**config.mk**
```make
export PLATFORM = sky130hd
export DESIGN_NAME = lbsc_top
export DESIGN_NICKNAME = d
export VERILOG_FILES = /design/src/hdl/lbsc_pkg.sv /design/src/hdl/lbsc_top.sv /design/src/hdl/lbsc_buf2.sv /design/src/hdl/lbsc_arbiter.sv
export SDC_FILE = /design/constraint.sdc
export NUM_CORES = 1
export LEC_CHECK = 0
export BUFFER_PORTS_ARGS = -buffer_cell sky130_fd_sc_hd__buf_2
export CAP_MARGIN = 20
export CORE_MARGIN = 1
export CORE_UTILIZATION = 50
export DETAILED_ROUTE_END_ITERATION = 6
export PLACE_DENSITY = 0.84
export SYNTH_ARGS = -nofsm -noshare
export SYNTH_HDL_FRONTEND = slang
export SYNTH_SLANG_ARGS = --single-unit
```
**constraint.sdc**
```tcl
create_clock -name sys_clk -period 12.09 [get_ports sys_clk]
set_input_delay 2.418 -clock sys_clk [delete_from_list [all_inputs] [get_ports sys_clk]]
set_output_delay 2.418 -clock sys_clk [all_outputs]
set_load 0.02 [all_outputs]
```
**src/hdl/lbsc_pkg.sv**
```systemverilog
// Shared constants, types and helper functions for the local bus SRAM controller.
// Assumes one synchronous local bus clock and a synchronous active-low reset.
// Summary of operation
// - Drive SRAM select, output enable and four byte write enables per SRAM cycle.
// - Capture fifteen word address bits when address strobe is low.
// - SRAM word address comes from the internal address register only.
// - Low eleven captured bits form a counter stepping the burst address.
// - Upper four captured bits stay fixed; SRAM acts as sixteen pages.
// - Counter wraps from all ones to zero inside the same page.
// - Burst stop stays inactive unless the page-end option is enabled.
// - Optionally assert burst stop when all eleven counter bits are ones.
// - Each burst data phase is one single SRAM read or write.
// - Each served memory cycle ends with the active-low ready signal.
// - Undecoded addresses receive no ready, leaving the bus waiting.
// - Optional mirror of the SRAM at address zero for boot reads.
// - Arbiter takes two master requests plus the bridge hold request.
// - One grant per master plus hold acknowledge; one owner at once.
// - Four active-low peripheral selects decoded from top four address bits.
// - Option module select active for 4000_0000 through 4FFF_FFFF.
// - All logic runs on the single shared local bus clock.
// - SRAM select window is 2000_0000 through 2001_FFFF with byte writes.
// - Board reset clears the local side logic including this block.
package lbsc_pkg;

   localparam int DATA_W = 32;
   localparam int BUF_DEPTH = 2;
   localparam int WORD_ADDR_LSB = 2;
   localparam int WORD_ADDR_MSB = 16;
   localparam int CNT_BITS = 11;
   localparam int PAGE_BITS = 4;
   localparam int WORD_ADDR_BITS = PAGE_BITS + CNT_BITS;

   localparam logic [31:0] SRAM_BASE = 32'h2000_0000;
   localparam logic [31:0] SRAM_LAST = 32'h2001_FFFF;
   localparam logic [31:0] MIRROR_BASE = 32'h0000_0000;
   localparam logic [31:0] MIRROR_LAST = 32'h0001_FFFF;
   localparam logic [3:0] OPTION_NIBBLE = 4'h4;
   localparam logic [3:0] SPARE1_NIBBLE = 4'h5;
   localparam logic [3:0] SPARE2_NIBBLE = 4'h6;
   localparam logic [3:0] SPARE3_NIBBLE = 4'h7;

   localparam logic [CNT_BITS-1:0] CNT_ALL_ONES = 11'h7FF;
   localparam logic [CNT_BITS-1:0] CNT_RESET = 11'h000;
   localparam logic [CNT_BITS-1:0] CNT_STEP = 11'h001;
   localparam logic [PAGE_BITS-1:0] PAGE_RESET = 4'h0;
   localparam logic [3:0] BYTE_EN_NONE_N = 4'hF;

   // Controller states.
   typedef enum logic [2:0] {
      LBSC_IDLE = 3'b000,
      LBSC_RD_ISSUE = 3'b001,
      LBSC_RD_ADDR = 3'b010,
      LBSC_RD_CAP = 3'b011,
      LBSC_RD_PRESENT = 3'b100,
      LBSC_WR_PHASE = 3'b101
   } lbsc_state_type;

   // Arbiter owners.
   typedef enum logic [1:0] {
      LBSC_OWN_NONE = 2'b00,
      LBSC_OWN_BRIDGE = 2'b01,
      LBSC_OWN_M0 = 2'b10,
      LBSC_OWN_M1 = 2'b11
   } lbsc_owner_type;

   // Request side of the local bus as seen by the controller.
   typedef struct packed {
      logic [31:0] local_addr;
      logic addr_strobe_n;
      logic write;
      logic [3:0] byte_en_n;
      logic last_n;
      logic accept;
   } lbsc_local_req_type;

   // Control word driven toward the synchronous SRAM.
   typedef struct packed {
      logic sel_n;
      logic oe_n;
      logic data_oe_n;
      logic [3:0] byte_wr_en_n;
      logic [WORD_ADDR_BITS-1:0] word_addr;
   } lbsc_mem_ctrl_type;

   localparam lbsc_mem_ctrl_type MEM_CTRL_IDLE = '{
      sel_n: 1'b1, oe_n: 1'b1, data_oe_n: 1'b1,
      byte_wr_en_n: BYTE_EN_NONE_N, word_addr: '0};

   // Inclusive address window test, used for the SRAM and mirror ranges.
   function automatic logic lbsc_in_window(input logic [31:0] addr,
                                           input logic [31:0] lo,
                                           input logic [31:0] hi);
      lbsc_in_window = (addr >= lo) && (addr <= hi);
   endfunction : lbsc_in_window

endpackage : lbsc_pkg

```
**src/hdl/lbsc_top.sv**
```systemverilog
// Local bus SRAM controller with burst counter, bus arbiter and select decode.
// Assumes every local bus and SRAM pin is synchronous to sys_clk, so no
// synchronisers are placed on them, and a pipelined SRAM with one cycle latency.
`timescale 1ns/1ns
`default_nettype none
module lbsc_top #(
   parameter bit STOP_AT_PAGE_END = 1'b1,
   parameter bit MIRROR_AT_ZERO = 1'b0
) (
   input wire logic sys_clk,
   input wire logic rst_n,
   input wire lbsc_pkg::lbsc_local_req_type local_req,
   input wire logic [31:0] local_data_bus_in,
   output logic [31:0] local_data_bus_out,
   output logic local_data_oe_n,
   output logic ready_n,
   output logic burst_stop_n,
   input wire logic bridge_hold_req,
   input wire logic [1:0] master_request,
   output logic bridge_hold_ack,
   output logic [1:0] master_grant,
   output logic option_module_select_n,
   output logic [2:0] spare_select_n,
   output logic mem_select_n,
   output logic mem_out_en_n,
   output logic [3:0] mem_byte_wr_en_n,
   output logic [14:0] mem_word_addr,
   input wire logic [31:0] mem_rd_data,
   output logic [31:0] mem_wr_data,
   output logic mem_data_oe_n
);
   import lbsc_pkg::*;

   // Sequencer and SRAM pin registers.
   lbsc_state_type state_reg;
   lbsc_state_type state_next;
   lbsc_mem_ctrl_type mem_ctrl_reg;
   lbsc_mem_ctrl_type mem_ctrl_next;

   // Burst address register: page and counter.
   logic [PAGE_BITS-1:0] page_reg;
   logic [PAGE_BITS-1:0] page_next;
   logic [CNT_BITS-1:0] cnt_reg;
   logic [CNT_BITS-1:0] cnt_next;

   // Write data and read-back registers.
   logic [31:0] mem_wr_data_reg;
   logic [31:0] mem_wr_data_next;
   logic [31:0] local_rd_reg;

   // Decode and sequencing terms.
   wire [31:0] addr = local_req.local_addr;
   wire [3:0] top_nibble = addr[31:28];
   wire sram_hit;
   wire mirror_hit;
   wire start_hit;
   wire wr_go;
   wire rd_issue_go;
   wire phase_done;
   wire at_page_end;
   wire stop_now;
   wire burst_end;

   // Read buffer handshake.
   wire buf_in_valid;
   wire buf_in_ready;
   wire buf_out_valid;
   wire buf_out_ready;
   wire [31:0] buf_out_data;

   // Burst address terms.
   wire [WORD_ADDR_BITS-1:0] cur_word_addr;
   wire [CNT_BITS-1:0] cnt_inc;

   // Address decode. The peripheral selects are partial decodes of the top nibble only, so
   // each of them repeats throughout its 256 MB region; the SRAM window is exact.
   assign sram_hit = lbsc_in_window(addr, SRAM_BASE, SRAM_LAST);
   assign mirror_hit = MIRROR_AT_ZERO && lbsc_in_window(addr, MIRROR_BASE, MIRROR_LAST);
   assign start_hit = !local_req.addr_strobe_n && (sram_hit || mirror_hit);
   assign option_module_select_n = !(top_nibble == OPTION_NIBBLE);
   assign spare_select_n[0] = !(top_nibble == SPARE1_NIBBLE);
   assign spare_select_n[1] = !(top_nibble == SPARE2_NIBBLE);
   assign spare_select_n[2] = !(top_nibble == SPARE3_NIBBLE);

   // The SRAM address is the page plus the burst counter, never the bus.
   assign cur_word_addr = {page_reg, cnt_reg};
   assign cnt_inc = cnt_reg + CNT_STEP;
   assign at_page_end = (cnt_reg == CNT_ALL_ONES);

   // A data phase completes when the controller answers and the bridge is
   // not inserting a wait state on its side.
   assign wr_go = (state_reg == LBSC_WR_PHASE) && local_req.accept;
   assign rd_issue_go = (state_reg == LBSC_RD_ISSUE) && buf_in_ready;
   assign buf_out_ready = (state_reg == LBSC_RD_PRESENT) && local_req.accept;
   assign phase_done = wr_go || (buf_out_valid && buf_out_ready);

   // Burst stop is raised only with the completing phase at the last page
   // word; with the option off it never moves, and masters must then keep
   // their bursts inside one page or the early words get overwritten.
   assign stop_now = STOP_AT_PAGE_END && at_page_end && phase_done;
   assign burst_stop_n = !stop_now;
   assign burst_end = phase_done && (!local_req.last_n || stop_now);

   // Ready is a combinational handshake toward the bridge.
   assign ready_n = !phase_done;

   // Read words are pushed into the buffer in the cycle the SRAM drives them.
   assign buf_in_valid = (state_reg == LBSC_RD_CAP);

   // Read data toward the bridge is driven only while a read phase is open.
   assign local_data_bus_out = buf_out_data;
   assign local_data_oe_n = !((state_reg == LBSC_RD_PRESENT) && buf_out_valid);

   // SRAM pins are taken straight from registers.
   assign mem_select_n = mem_ctrl_reg.sel_n;
   assign mem_out_en_n = mem_ctrl_reg.oe_n;
   assign mem_byte_wr_en_n = mem_ctrl_reg.byte_wr_en_n;
   assign mem_word_addr = mem_ctrl_reg.word_addr;
   assign mem_data_oe_n = mem_ctrl_reg.data_oe_n;
   assign mem_wr_data = mem_wr_data_reg;

   // Sequencer. A burst becomes a chain of single SRAM cycles; reads are
   // not prefetched, which costs throughput but keeps the counter exactly
   // in step with the completed phases.
   always_comb begin
      state_next = state_reg;
      case (state_reg)
         LBSC_IDLE: begin
            if (start_hit) begin
               state_next = local_req.write ? LBSC_WR_PHASE : LBSC_RD_ISSUE;
            end
         end
         LBSC_RD_ISSUE: begin
            if (rd_issue_go) begin
               state_next = LBSC_RD_ADDR;
            end
         end
         LBSC_RD_ADDR: state_next = LBSC_RD_CAP;
         LBSC_RD_CAP: state_next = LBSC_RD_PRESENT;
         LBSC_RD_PRESENT: begin
            if (burst_end) begin
               state_next = LBSC_IDLE;
            end else if (phase_done) begin
               state_next = LBSC_RD_ISSUE;
            end
         end
         LBSC_WR_PHASE: begin
            if (burst_end) begin
               state_next = LBSC_IDLE;
            end
         end
         default: state_next = LBSC_IDLE;
      endcase
   end

   // Address register: loaded at the strobe, counter stepped per phase.
   always_comb begin
      page_next = page_reg;
      cnt_next = cnt_reg;
      if ((state_reg == LBSC_IDLE) && start_hit) begin
         page_next = addr[WORD_ADDR_MSB -: PAGE_BITS];
         cnt_next = addr[WORD_ADDR_LSB +: CNT_BITS];
      end else if (phase_done) begin
         cnt_next = cnt_inc;
      end
   end

   // SRAM control word for the next cycle. Output enable is kept on through
   // the data cycle so that the pipelined read word is on the pins.
   always_comb begin
      mem_ctrl_next = MEM_CTRL_IDLE;
      mem_wr_data_next = mem_wr_data_reg;
      if (rd_issue_go) begin
         mem_ctrl_next.sel_n = 1'b0;
         mem_ctrl_next.oe_n = 1'b0;
         mem_ctrl_next.word_addr = cur_word_addr;
      end else if (state_reg == LBSC_RD_ADDR) begin
         mem_ctrl_next.oe_n = 1'b0;
      end else if (wr_go) begin
         mem_ctrl_next.sel_n = 1'b0;
         mem_ctrl_next.data_oe_n = 1'b0;
         mem_ctrl_next.byte_wr_en_n = local_req.byte_en_n;
         mem_ctrl_next.word_addr = cur_word_addr;
         mem_wr_data_next = local_data_bus_in;
      end
   end

   // State and address registers on the single bus clock; the board reset
   // brings the whole block back to idle.
   always_ff @(posedge sys_clk) begin
      if (!rst_n) begin
         state_reg <= LBSC_IDLE;
         page_reg <= PAGE_RESET;
         cnt_reg <= CNT_RESET;
      end else begin
         state_reg <= state_next;
         page_reg <= page_next;
         cnt_reg <= cnt_next;
      end
   end

   // SRAM pin registers; reset leaves select and write enables inactive.
   always_ff @(posedge sys_clk) begin
      if (!rst_n) begin
         mem_ctrl_reg <= MEM_CTRL_IDLE;
         mem_wr_data_reg <= '0;
      end else begin
         mem_ctrl_reg <= mem_ctrl_next;
         mem_wr_data_reg <= mem_wr_data_next;
      end
   end

   // Last read word seen, kept only for the assertions below.
   always_ff @(posedge sys_clk) begin
      if (!rst_n) begin
         local_rd_reg <= '0;
      end else if (buf_in_valid) begin
         local_rd_reg <= mem_rd_data;
      end
   end

   // Read buffer: a receiver stall holds words here instead of losing them.
   lbsc_buf2 #(
      .WIDTH(DATA_W),
      .DEPTH(BUF_DEPTH)
   ) u_rd_buf (
      .sys_clk(sys_clk),
      .rst_n(rst_n),
      .in_valid(buf_in_valid),
      .in_ready(buf_in_ready),
      .in_data(mem_rd_data),
      .out_valid(buf_out_valid),
      .out_ready(buf_out_ready),
      .out_data(buf_out_data)
   );

   // Bus arbiter.
   lbsc_arbiter u_arbiter (
      .sys_clk(sys_clk),
      .rst_n(rst_n),
      .bridge_hold_req(bridge_hold_req),
      .master_request(master_request),
      .bridge_hold_ack(bridge_hold_ack),
      .master_grant(master_grant)
   );
endmodule : lbsc_top
`default_nettype wire

```
**src/hdl/lbsc_buf2.sv**
```systemverilog
// Two-entry valid/ready buffer that carries SRAM read words to the local bus.
// Assumes both sides run on the same clock; full and empty are exact.
`timescale 1ns/1ns
`default_nettype none
module lbsc_buf2 #(
   parameter int WIDTH = 32,
   parameter int DEPTH = 2
) (
   input wire logic sys_clk,
   input wire logic rst_n,
   input wire logic in_valid,
   output logic in_ready,
   input wire logic [WIDTH-1:0] in_data,
   output logic out_valid,
   input wire logic out_ready,
   output logic [WIDTH-1:0] out_data
);
   localparam int PTR_W = (DEPTH > 1) ? $clog2(DEPTH) : 1;
   localparam logic [PTR_W:0] COUNT_FULL = (PTR_W + 1)'(DEPTH);
   localparam logic [PTR_W-1:0] PTR_LAST = PTR_W'(DEPTH - 1);

   logic [WIDTH-1:0] store_reg [DEPTH];
   logic [PTR_W-1:0] wr_ptr_reg;
   logic [PTR_W-1:0] rd_ptr_reg;
   logic [PTR_W:0] count_reg;
   wire push = in_valid && in_ready;
   wire pop = out_valid && out_ready;

   // Full and empty come straight from the occupancy count.
   assign in_ready = (count_reg != COUNT_FULL);
   assign out_valid = (count_reg != '0);
   assign out_data = store_reg[rd_ptr_reg];

   // Pointers wrap at the depth; storage itself needs no reset.
   always_ff @(posedge sys_clk) begin
      if (!rst_n) begin
         wr_ptr_reg <= '0;
         rd_ptr_reg <= '0;
         count_reg <= '0;
      end else begin
         if (push) begin
            wr_ptr_reg <= (wr_ptr_reg == PTR_LAST) ? '0 : wr_ptr_reg + 1'b1;
         end
         if (pop) begin
            rd_ptr_reg <= (rd_ptr_reg == PTR_LAST) ? '0 : rd_ptr_reg + 1'b1;
         end
         count_reg <= count_reg + (PTR_W + 1)'(push) - (PTR_W + 1)'(pop);
      end
   end

   // Data write port.
   always_ff @(posedge sys_clk) begin
      if (push) begin
         store_reg[wr_ptr_reg] <= in_data;
      end
   end
endmodule : lbsc_buf2
`default_nettype wire

```
**src/hdl/lbsc_arbiter.sv**
```systemverilog
// External local bus arbiter: bridge hold request plus two master requests.
// Assumes requesters hold their request for the whole tenure.
`timescale 1ns/1ns
`default_nettype none
module lbsc_arbiter (
   input wire logic sys_clk,
   input wire logic rst_n,
   input wire logic bridge_hold_req,
   input wire logic [1:0] master_request,
   output logic bridge_hold_ack,
   output logic [1:0] master_grant
);
   import lbsc_pkg::*;

   lbsc_owner_type owner_reg;
   lbsc_owner_type owner_next;
   logic owner_still_wants;

   // The current owner keeps the bus while it asks; a drop frees it for a cycle.
   assign owner_still_wants = (owner_reg == LBSC_OWN_BRIDGE) ? bridge_hold_req :
                              (owner_reg == LBSC_OWN_M0) ? master_request[0] :
                              (owner_reg == LBSC_OWN_M1) ? master_request[1] : 1'b0;

   // Fixed priority on a free bus: bridge first, then master 0, then master 1.
   always_comb begin
      owner_next = owner_reg;
      case (owner_reg)
         LBSC_OWN_NONE: begin
            if (bridge_hold_req) begin
               owner_next = LBSC_OWN_BRIDGE;
            end else if (master_request[0]) begin
               owner_next = LBSC_OWN_M0;
            end else if (master_request[1]) begin
               owner_next = LBSC_OWN_M1;
            end
         end
         LBSC_OWN_BRIDGE, LBSC_OWN_M0, LBSC_OWN_M1: begin
            if (!owner_still_wants) begin
               owner_next = LBSC_OWN_NONE;
            end
         end
         default: owner_next = LBSC_OWN_NONE;
      endcase
   end

   // Grants decode from the owner register, so at most one is ever high.
   assign bridge_hold_ack = (owner_reg == LBSC_OWN_BRIDGE);
   assign master_grant[0] = (owner_reg == LBSC_OWN_M0);
   assign master_grant[1] = (owner_reg == LBSC_OWN_M1);

   // Owner register; reset leaves every grant low.
   always_ff @(posedge sys_clk) begin
      if (!rst_n) begin
         owner_reg <= LBSC_OWN_NONE;
      end else begin
         owner_reg <= owner_next;
      end
   end
endmodule : lbsc_arbiter
`default_nettype wire

```
==> flow_summary_export.csv <==
group,metric,value,unit
run_status,status,"finished clean",
worst_hold_path,hold-path-endpoint,"mem_word_addr[12]$_SDFF_PN0_",
grt,grt_first_pass_wirelength,19000,um
yosys,syn_area_per_cell,11.9,um2
floorplan,die_x,107,um
sta,slew-limit-headroom,37.4,%
power,pwr_density_cell,152,nW/um2
cells_and_area,regArea,3500,um2
yosys,synth_area_leaders,"edfxtp_1 (35%), dfxtp_1 (29%), mux2_2 (6.5%)",
worst_setup_path,r2r_start,"state_reg[2]$_SDFFE_PN0P_",
sta,hold_viol,0,
route,wirelength,12000,um
floorplan,rows,37,
placement,placed_area,6610,um2
sta,finalSetupViolations,0,
worst_setup_path,reg2reg_depth,8,
clocking,post_cts_buffers,0,
yosys,synth.cell_area,5510,um2
clocking,cts_resized,0,
floorplan,fp.dieH,107,um
placement,post-dp-hpwl,8200,um
worst_setup_path,cp.arrival,3.73,ns
clocking,h-tree-depth,4,
clocking,cts_tree,"yes",
worst_setup_path,path_cells,"buf_2 > and3b_1 > nand3_1 > or3_1 > buf_2",
placement,numPortBuffers,202,
clocking,cts_buffers,17,
clocking,clk_path_buf_depth,2,
sta,period_share,50.8,%
worst_setup_path,path_buf_inv,2,
power,power_leakage,0.00297,uW
worst_setup_path,cp_max_fo,7,
route,num_vias,4139,
placement,place_congestion,0.817,
route,drt-initial-drc-count,152,
worst_setup_path,slowest_stage,"or3_1",
worst_hold_path,worstHoldPathCells,1,
worst_setup_path,regToRegSetupSlack,9.98,ns
grt,grt_max_degree,60,
cells_and_area,area_growth,30.2,%
worst_setup_path,max_stage_delay,0.50,ns
sta,fmax,163,MHz
yosys,ys_ff_latch,143,
worst_setup_path,cp-end-kind,"primary output",
floorplan,core_area,10500,um2
worst_setup_path,critPathMostFrequentCell,"buf_2",
clocking,hold_buffers,0,
worst_hold_path,hp-start,"page_reg[1]$_SDFFE_PN0P_",
sta,fin_crit,6.15,ns
worst_setup_path,cp_top_family,"simple AND/OR/NAND/NOR gates",
worst_setup_path,start_kind,"primary input",
sta,maxSlewViolCount,0,
route,wl_per_cell,14.7,um
grt,overflow,0,
clocking,clk_pin_slew,0.06,ns
floorplan,start_util,52.4,%
cells_and_area,largest_reg_flops,64,
worst_setup_path,crit_required,9.67,ns
power,peakVddDrop,79.4,uV
sta,rsz0062_at_grt,"no",
clocking,cts-root-buf,"clkbuf_8",
cells_and_area,multiInputGateArea,1860,um2
yosys,yosys.area.top_type,"edfxtp_1",
floorplan,fp.dieArea,11400,um2
grt,grt_usage,21.5,%
clocking,cts.sinks,143,
floorplan,ioPinCount,205,
cells_and_area,layout.nets,779,
cells_and_area,drive_gt1_share,41.3,%
flow_run,max_cap_viol_count,0,
sta,tightest_slew,0.939,ns
sta,setup_tns,0,ns
worst_setup_path,crit_type,"primary input to primary output",
grt,first_global_vias,4150,
cells_and_area,utilization,68.3,%
grt,antenna_found_initial,1,
yosys,synthesis.nets,576,
cells_and_area,fin_area,7170,um2
route,drc,0,
route,drt_pass1_iterations,6,
yosys,ys_seq_area_share,63.6,%
route,viasPerCell,5.07,
worst_setup_path,startpoint,"local_req[0]",
cells_and_area,n_fill_cell,806,
sta,worst_clock_skew,0.00461,ns
route,postRouteAntennaNets,0,
worst_setup_path,r2r-end,"u_rd_buf.count_reg[1]$_SDFF_PN0_",
clocking,insertion_delay,0.50,ns
yosys,syn_inst,464,
yosys,yosysTopAreaCellShare,34.9,%
worst_hold_path,hold_path_class,"register to register",
yosys,synthDistinctLibCells,46,
yosys,yosysWarnings,0,
worst max path at each step:
stage | depth (start not counted) | to | slack (ns)
after floorplan | 3 | burst_stop_n | 6.40
after global placement | 5 | burst_stop_n | 6.06
after detailed placement | 5 | burst_stop_n | 6.01
after CTS | 5 | burst_stop_n | 5.99
after global routing | 5 | burst_stop_n | 5.87
final | 5 | burst_stop_n | 5.94
metrics by stage:
step | hold slack [ns] | setup slack, ns | std cells | power, uW
2_1_floorplan | 0.430 | 6.40 | 464 | 594
3_3_place_gp | 0.441 | 6.06 | 783 | 626
3_5_place_dp | 0.445 | 6.01 | 783 | 630
4_1_cts | 0.460 | 5.99 | 815 | 1100
5_1_grt | 0.484 | 5.87 | 817 | 1130
6_report | 0.454 | 5.94 | 817 | 1090
synth_stat cells (all sizes together):
cell type and instances:
a21boi 32, a21oi 12, a31oi 1, and2 21
and3 1, and3b 2, and4b 1, buf 11
clkbuf 13, dfxtp 79, edfxtp 64, ha 3
inv 9, mux2 32, mux2i 4, nand2 84
nand2b 3, nand3 7, nand3b 1, nand4 3
nand4b 1, nor2 8, nor2b 10, nor3 8
nor3b 2, nor4 6, nor4b 1, o211a 3
o21a 1, o21ai 17, o311a 2, or2 4
or2b 1, or3 3, or3b 1, or4 1
xnor2 8, xor2 4
routing by layer:
layer	up-vias	part of all wire, %	global-route usage, %
met5	-	0	0
met4	0	2.3	12.1
met3	24	7.4	7.42
met2	169	48	34.5
met1	1921	42	25.0
li1	2025	-	-
placed cells by master, fill, tap and decap left out, types with 10 or more instances in the layout:
cell type,n
clkbuf_16,16
edfxtp_1,64
buf_2,202
and2_1,21
o21ai_0,10
nor2b_1,10
mux2_2,32
a21boi_0,32
nand2_1,84
a21oi_1,12
dfxtp_1,79
cell families (layout without fill, tap and decap cells):
| kind of cell | after synthesis | in the layout | share of synthesized area (%) |
|---|---|---|---|
| DFF | 143 | 143 | 63.6 |
| and+or+nand+nor | 169 | 169 | 15.6 |
| AOI/OAI and AO/OA | 68 | 68 | 8.15 |
| muxes | 36 | 36 | 7.27 |
| buffers and inverters | 33 | 249 | 2.84 |
| adders and majority gates | 3 | 3 | 0.681 |
| xor gates and xnor gates | 12 | 12 | 1.91 |
| other | 0 | 1 | 0 |
area by class of cell:
class                           count  area share, %
Inverter                            9          0.471
Clock buffer                       17           5.77
Antenna cell                        1         0.0349
Multi-Input combinational cell    288           25.9
Timing Repair Buffer              208           15.0
Tap cell                          136           2.37
Clock inverter                     15           1.66
Sequential cell                   143           48.8
power by group:
part / leakage [uW] / internal [uW] / total [uW] / switching [uW]
registers: 0.00121 / 518 / 533 / 14.4
logic: 0.00151 / 40.4 / 91.0 / 50.6
clock network: 0.000246 / 270 / 463 / 193
No activity file was read; power rests on OpenSTA's default activity.
